<file path="src/include/ist_pkg.sv">
// Shared types and constants for the instruction state timing calculator
package ist_pkg;

    localparam int CNT_W   = 4;
    localparam int COST_W  = 5;
    localparam int WAIT_W  = 3;
    localparam int TOTAL_W = 8;

    // Per-cycle state costs of each access target
    localparam logic [COST_W-1:0] ST_ONCHIP_MEM   = 5'h02;
    localparam logic [COST_W-1:0] ST_PERIPH8_WIDE = 5'h06;
    localparam logic [COST_W-1:0] ST_PERIPH8_BYTE = 5'h03;
    localparam logic [COST_W-1:0] ST_PERIPH16     = 5'h03;
    localparam logic [COST_W-1:0] ST_EXT8_2S_WIDE = 5'h04;
    localparam logic [COST_W-1:0] ST_EXT8_2S_BYTE = 5'h02;
    localparam logic [COST_W-1:0] ST_EXT8_3S_WIDE = 5'h06;
    localparam logic [COST_W-1:0] ST_EXT8_3S_BYTE = 5'h03;
    localparam logic [COST_W-1:0] ST_EXT16_2S     = 5'h02;
    localparam logic [COST_W-1:0] ST_EXT16_3S     = 5'h03;
    localparam logic [COST_W-1:0] ST_INTERNAL     = 5'h01;

    // Cycle counts used by the instruction table
    localparam logic [CNT_W-1:0] N0 = 4'h0;
    localparam logic [CNT_W-1:0] N1 = 4'h1;
    localparam logic [CNT_W-1:0] N2 = 4'h2;
    localparam logic [CNT_W-1:0] N3 = 4'h3;

    typedef enum logic [2:0] {
        IST_TGT_ONCHIP_MEM,
        IST_TGT_PERIPH8,
        IST_TGT_PERIPH16,
        IST_TGT_EXT8_2S,
        IST_TGT_EXT8_3S,
        IST_TGT_EXT16_2S,
        IST_TGT_EXT16_3S
    } ist_target_t;

    typedef enum logic [4:0] {
        IST_ADD_B_IMM, IST_ADD_B_REG, IST_ADD_W_IMM, IST_ADD_W_REG,
        IST_ADD_L_IMM, IST_ADD_L_REG, IST_ADDS, IST_ADDX_IMM, IST_ADDX_REG,
        IST_AND_B_IMM, IST_AND_B_REG, IST_AND_W_IMM, IST_AND_W_REG,
        IST_AND_L_IMM, IST_AND_L_REG, IST_ANDC,
        IST_BAND_REG, IST_BAND_IND, IST_BAND_ABS, IST_BCC_D8
    } ist_instr_t;

endpackage : ist_pkg

</file>
<file path="src/core/ist_timing.sv">
// Instruction state timing calculator: cycle counts and total execution states
//
// Overview of operation
// RULE1: Total states is sum of count times cost
// RULE2: Each instruction has fixed per-category cycle counts
// RULE3: On-chip memory cycles cost two states each
// RULE4: 8-bit peripheral 6 wide, 3 byte; 16-bit 3
// RULE5: External three-state adds m or 2m waits
// RULE6: Long immediate add/and takes three fetches
// RULE7: Bit-and absolute takes two fetches, one byte
// RULE8: Short conditional branches take two fetches only
`timescale 1ns/10ps
module ist_timing
    import ist_pkg::*;
(
    input  wire logic              clk,
    input  wire logic              rst_b,
    input  wire logic              start,
    input  ist_instr_t             instr,
    input  ist_target_t            code_tgt,
    input  ist_target_t            stack_tgt,
    input  ist_target_t            data_tgt,
    input  wire logic [WAIT_W-1:0] wait_cnt,
    output logic                   done,
    output logic [CNT_W-1:0]       cnt_fetch,
    output logic [CNT_W-1:0]       cnt_branch,
    output logic [CNT_W-1:0]       cnt_stack,
    output logic [CNT_W-1:0]       cnt_byte,
    output logic [CNT_W-1:0]       cnt_word,
    output logic [CNT_W-1:0]       cnt_int,
    output logic [TOTAL_W-1:0]     total_states
);

    // Cost of one cycle to a target; byte selects the byte-access column
    function automatic logic [COST_W-1:0] cycle_cost(ist_target_t tgt, logic byte_acc,
                                                     logic [WAIT_W-1:0] m);
        logic [COST_W-1:0] mw;
        mw = COST_W'(m);
        unique case (tgt)
            IST_TGT_ONCHIP_MEM: cycle_cost = ST_ONCHIP_MEM;                        // RULE3
            IST_TGT_PERIPH8:    cycle_cost = byte_acc ? ST_PERIPH8_BYTE
                                                      : ST_PERIPH8_WIDE;           // RULE4
            IST_TGT_PERIPH16:   cycle_cost = ST_PERIPH16;                          // RULE4
            IST_TGT_EXT8_2S:    cycle_cost = byte_acc ? ST_EXT8_2S_BYTE : ST_EXT8_2S_WIDE;
            IST_TGT_EXT8_3S:    cycle_cost = byte_acc ? COST_W'(ST_EXT8_3S_BYTE + mw)
                                          : COST_W'(ST_EXT8_3S_WIDE + (mw << 1)); // RULE5
            IST_TGT_EXT16_2S:   cycle_cost = ST_EXT16_2S;
            IST_TGT_EXT16_3S:   cycle_cost = COST_W'(ST_EXT16_3S + mw);            // RULE5
            default:            cycle_cost = ST_ONCHIP_MEM;
        endcase
    endfunction : cycle_cost

    function automatic logic [TOTAL_W-1:0] mul(logic [CNT_W-1:0] n, logic [COST_W-1:0] s);
        mul = TOTAL_W'(n * s);
    endfunction : mul

    logic [CNT_W-1:0]   i_n, j_n, k_n, l_n, m_n, n_n;
    logic [CNT_W-1:0]   fetch_reg, branch_reg, stack_reg, byte_reg, word_reg, int_reg;
    logic [CNT_W-1:0]   fetch_next, branch_next, stack_next, byte_next, word_next, int_next;
    logic [TOTAL_W-1:0] total_reg, total_next;
    logic               done_reg, done_next;

    // Cycle table per instruction
    always_comb begin
        i_n = N1;
        j_n = N0;
        k_n = N0;
        l_n = N0;
        m_n = N0;
        n_n = N0;
        unique case (instr)                                                        // RULE2
            IST_ADD_W_IMM, IST_AND_W_IMM, IST_AND_L_REG: i_n = N2;
            IST_ADD_L_IMM, IST_AND_L_IMM:                i_n = N3;                // RULE6
            IST_BAND_IND, IST_BAND_ABS: begin                                      // RULE7
                i_n = N2;
                l_n = N1;
            end
            IST_BCC_D8:                                  i_n = N2;                // RULE8
            default:                                     i_n = N1;
        endcase
    end

    // A request loads counts and total; done pulses for one cycle
    always_comb begin
        done_next   = start;
        fetch_next  = fetch_reg;
        branch_next = branch_reg;
        stack_next  = stack_reg;
        byte_next   = byte_reg;
        word_next   = word_reg;
        int_next    = int_reg;
        total_next  = total_reg;
        if (start) begin
            fetch_next  = i_n;
            branch_next = j_n;
            stack_next  = k_n;
            byte_next   = l_n;
            word_next   = m_n;
            int_next    = n_n;
            total_next  = TOTAL_W'(mul(i_n, cycle_cost(code_tgt, 1'b0, wait_cnt))
                                 + mul(j_n, cycle_cost(code_tgt, 1'b0, wait_cnt))
                                 + mul(k_n, cycle_cost(stack_tgt, 1'b0, wait_cnt))
                                 + mul(l_n, cycle_cost(data_tgt, 1'b1, wait_cnt))
                                 + mul(m_n, cycle_cost(data_tgt, 1'b0, wait_cnt))
                                 + mul(n_n, ST_INTERNAL));                         // RULE1
        end
    end

    // Results hold until the next request; reset clears them
    always_ff @(posedge clk) begin
        if (!rst_b) begin
            done_reg   <= 1'b0;
            fetch_reg  <= N0;
            branch_reg <= N0;
            stack_reg  <= N0;
            byte_reg   <= N0;
            word_reg   <= N0;
            int_reg    <= N0;
            total_reg  <= '0;
        end else begin
            done_reg   <= done_next;
            fetch_reg  <= fetch_next;
            branch_reg <= branch_next;
            stack_reg  <= stack_next;
            byte_reg   <= byte_next;
            word_reg   <= word_next;
            int_reg    <= int_next;
            total_reg  <= total_next;
        end
    end

    assign done         = done_reg;
    assign cnt_fetch    = fetch_reg;
    assign cnt_branch   = branch_reg;
    assign cnt_stack    = stack_reg;
    assign cnt_byte     = byte_reg;
    assign cnt_word     = word_reg;
    assign cnt_int      = int_reg;
    assign total_states = total_reg;
endmodule : ist_timing

</file>
<file path="config.mk">
export PLATFORM = sky130hd
export DESIGN_NAME = ist_timing
export DESIGN_NICKNAME = d
export VERILOG_FILES = /design/src/include/ist_pkg.sv /design/src/core/ist_timing.sv
export SDC_FILE = /design/constraint.sdc
export NUM_CORES = 1
export LEC_CHECK = 0
export BUFFER_PORTS_ARGS = -buffer_cell sky130_fd_sc_hd__buf_4
export CORE_MARGIN = 2
export CORE_UTILIZATION = 48
export CTS_BUF_LIST = sky130_fd_sc_hd__clkbuf_16
export DETAILED_ROUTE_END_ITERATION = 8
export GPL_TIMING_DRIVEN = 0
export HOLD_SLACK_MARGIN = 0.15
export PLACE_DENSITY_LB_ADDON = 0.2
export SYNTH_ARGS = -nofsm -noshare
export SYNTH_HDL_FRONTEND = slang
export SYNTH_SLANG_ARGS = --single-unit
</file>
<file path="constraint.sdc">
create_clock -name clk -period 3.4 [get_ports clk]
set_input_delay 0.68 -clock clk [delete_from_list [all_inputs] [get_ports clk]]
set_output_delay 0.68 -clock clk [all_outputs]
set_load 0.005 [all_outputs]
</file>
Word-level counts from Yosys, hierarchy flattened

Index checks and enable logic that the tools add are counted.

Word-level logic and storage cells: 37
Input bits: 20
Bits in registers: 17
Output and inout port bits: 33

Eq/ne operators: 17
Multiply operators: 2
Muxes and demuxes: 6
Add/subtract/negate cells: 3
Reduce and logical (&&, ||, !) cells: 5

Operators with widths:

| cell                | count |
|---|---|
| $pmux 5 s5          | 1 |
| $eq 5x4->1 const B  | 3 |
| $eq 5x5->1 const B  | 3 |
| $eq 3x3->1 const B  | 4 |
| $mux 5              | 2 |
| $eq 3x2->1 const B  | 3 |
| $add 8x6->8         | 1 |
| $mul 4x5->8         | 1 |
| $pmux 4 s2          | 1 |
| $reduce_or 2->1     | 4 |
| $eq 3x1->1 const B  | 2 |
| $mul 1x5->6         | 1 |
| $reduce_or 6->1     | 1 |
| $add 3x4->5 const A | 1 |
| $eq 5x2->1 const B  | 1 |
| $eq 5x3->1 const B  | 1 |
| $add 2x3->4 const A | 1 |
| $pmux 2 s2          | 1 |
| $mux 1              | 1 |

Depth between registers and ports, before layout

Depth after elaboration: 6
Gate-level depth with buffers: 11
Depth with buffers taken out: 11

Worst setup path after synthesis

Ideal clock, no wire load.

Kind: input to register
Start point: in wait_cnt[0]
End point: reg total_reg[4] (netlist: total_states[4])
Data required time: 3338 ps
Setup slack: 337 ps
Stages on the path: 11
Buffers on the path: 0
Arrival time: 3001 ps
Setup time: 62 ps
Cells stage by stage: inv_1 ha_1 and4b_1 a221oi_1 o211ai_1 fa_1 inv_1 ha_1 and3_1 or3_1 nand3_1

Cells in the longest elaborated chain, start to end: 5
Elaborated cells between the ends (all ways): 9

Ends and longest elaborated chain:

| element                                           | line              | RTL |
|---|---|---|
| start, declared                                   | ist_timing.sv:23  | `input wire logic [WAIT_W-1:0] wait_cnt,` |
| $add 3x4->5 / $add 2x3->4 (equally long branches) | --                |  |
| $pmux 5 s5 / $pmux 4 s2 (equally long branches)   | ist_timing.sv:39  | `unique case (tgt)` |
| $mux 5                                            | ist_timing.sv:93  | `if (start) begin` |
| $mul 4x5->8 / $mul 1x5->6 (equally long branches) | ist_timing.sv:54  | `mul = TOTAL_W'(n * s);` |
| $add 8x6->8 (*)                                   | ist_timing.sv:103 | `+ mul(l_n, cycle_cost(data_tgt, 1'b1, wait_cnt))` |
| end signal, assigned                              | ist_timing.sv:128 | `total_reg <= total_next;` |
| end, declared                                     | ist_timing.sv:60  | `logic [TOTAL_W-1:0] total_reg, total_next;` |

Mark *: on every way between the ends. The rest lies on a longest branch, timed or not. The select of a mux whose other input is x is not followed.
A chain may end at the register's enable or synchronous reset.

Final worst setup path

Same ends and word-level chain as after synthesis.

==> results.tsv <==
metric	value	unit
max-vdd-ir-drop	0.2735	mV
grt_max_degree	11	
synth_top_area_cell	dfxtp_1	
dp_slack	-0.02509	ns
ys_warn_count	0	
dr.pass1.iters	4	
slew_viol_final	0	
largest_reg_flops	7	
routedWlPerCell	12.33	um
setup_violations	0	
drt_iter0_drc	11	
hpwl	2143	um
syn_avg_cell_area	8.665	sq um
ys.flop_type	dfxtp_1	
port-buffer-count	25	
outcome	finished, final reports clean	
finalHoldViolCount	0	
design_area	1665	sq um
synth_top_area_share	0.1729	
drive_above_1_share	0.3249	
nets	230	
grt_pass1_wl	4685	um
rsz0062_at_grt	false	
vias	1133	
ys_seq_area_frac	0.1729	
placed_area	1578	sq um
dieArea	3081	sq um
via_per_inst	4.991	
finalNonFillerCells	227	
clk_pin_slew	0.04	ns
critPathRequiredTime	3.58	ns
synthArstFlopShare	0	
ys_ff_latch	11	
htreeDepth	1	
worstPathMaxFanout	5	
synthTopCellsByArea	dfxtp_1 (17%), buf_4 (13%), ha_1 (7.9%)	
fmax	315.9	MHz
place_inst	223	
yosysUniqueCellTypes	52	
cts_hold_buf	0	
antenna_found_initial	0	
gr-total-overflow	0	
slew_headroom	0.6572	
clock_latency	0.24	ns
power.density	298.5	nW/um^2
drc	0	
cts_sinks	11	
place_congestion	0.8216	
syn_area	1274	sq um
crit_arrival	3.34	ns
cts_buffers	3	
rows	18	
startpoint_type	input port	
die_w	55.51	um
finalWorstPathRequiredPeriod	3.166	ns
fin_skew	0	ns
worstHoldPathType	reg -> reg	
antennaDiodeCount	0	
ant_nets	0	
drv_cap	0	
initial_core_util	0.5095	
grt_use_total	0.1873	
synth_edf_count	0	
worstMarginPinSlew	0.5131	ns
finalWirelength	2799	um
cts_tree	done	
critical_path_class	in -> reg	
cellLeakagePower	0.0008813	uW
ioPinCount	53	
die_h	55.51	um
cts.path.max_buffers	2	
grt_pass1_vias	1067	
ctsRootBufferMaster	clkbuf_16	
period_share	0.9311	
coreArea	2500	sq um
endpoint_kind	flop	
area_growth	30.75	%
fin_ws	0.2341	ns
power	497.1	uW
synth_cells	147	
-- area by class of cell --
type | instances | area, sq um
tap | 30 | 37.54
buffer | 26 | 182.7
inverter | 8 | 30.03
clock buffer | 3 | 75.07
fill | 217 | 834.6
clock inverter | 1 | 3.754
timing repair buffer | 25 | 187.7
multi-input combinational | 123 | 928.4
sequential | 11 | 220.2
-- worst max-delay path: stages --
cell and delay [ns]:
buf_4 0.12, inv_1 0.05, ha_1 0.23, o21ba_2 0.21, nor4b_2 0.36, nand2b_1 0.12
fa_1 0.49, inv_1 0.04, ha_1 0.34, and3_1 0.22, or3_1 0.38, nand3_1 0.09
-- worst paths after layout --
| check | slack (ns) | depth (start not counted) | end | from |
|---|---|---|---|---|
| setup reg to reg | 2.57 | 3 | cnt_fetch[1] | cnt_fetch[1] |
| hold / removal | 0.49 | 1 | total_states[3] | total_states[3] |
| setup / recovery | 0.23 | 12 | total_states[4] | wait_cnt[0] |
| hold reg to reg | 0.49 | 1 | total_states[3] | total_states[3] |
-- where the power goes --
part	total, uW	switching [uW]	leakage, uW	internal (uW)
Sequential	141	3.66	0.0000901	137
Combinational	145	70.3	0.000749	74.9
Clock	211	57.0	0.0000423	154
Total	497	131	0.000881	366
-- cells in the mapped netlist (3+ instances only) --
cell type,number
buf_4,22
dfxtp_1,11
nor2b_1,9
ha_1,8
inv_1,8
nand3_1,7
nand2_1,5
nand3b_1,5
fa_1,4
nor2_1,4
nor3b_1,4
and3_1,3
mux2i_1,3
o21a_1,3
xnor2_1,3
-- metrics by stage --
step           setup TNS [ns]  hold slack [ns]    util
2_1_floorplan               0           0.4665       -
4_1_cts                     0           0.4880  0.6627
3_3_place_gp                0           0.4677  0.6311
5_1_grt                     0           0.5028  0.6662
6_report                    0           0.4866  0.6662
3_5_place_dp         -0.02509           0.4689  0.6311
-- kinds of logic after synthesis --
| kind of cell | after synthesis | synth area share |
|---|---|---|
| other | 1 | 0.002944 |
| multiplexers | 4 | 0.03536 |
| flip-flops | 11 | 0.1729 |
| AND/OR/NAND/NOR | 52 | 0.2672 |
| adder cells (fa/ha/maj) | 12 | 0.1415 |
| buffers and inverters | 34 | 0.1670 |
| AO/OA/AOI/OAI | 28 | 0.1788 |
| XOR/XNOR | 5 | 0.03439 |
-- metal layers --
metal	GRT usage	up-vias	wire length, um
met3	0.02342	4	132
met2	0.3180	30	1442
li1	-	585	-
met4	0.09408	0	46
met1	0.2312	514	1179
met5	0	-	0
-- cell usage in the layout (no fill, tap or decap), types with 4 or more instances in the layout --
cell type  instances
ha_1               8
buf_4             47
inv_1              9
nor2b_1            9
dfxtp_1           11
conb_1            22
nor3b_1            4
nand3b_1           5
nand3_1            7
nand2_1            5
fa_1               4
-- timing repair --
item                       4_1_cts  5_1_grt
buffers inserted                 0        0
setup endpoints to repair        0        1
resized for setup                0        2
Power figures use the tool's default switching activity.
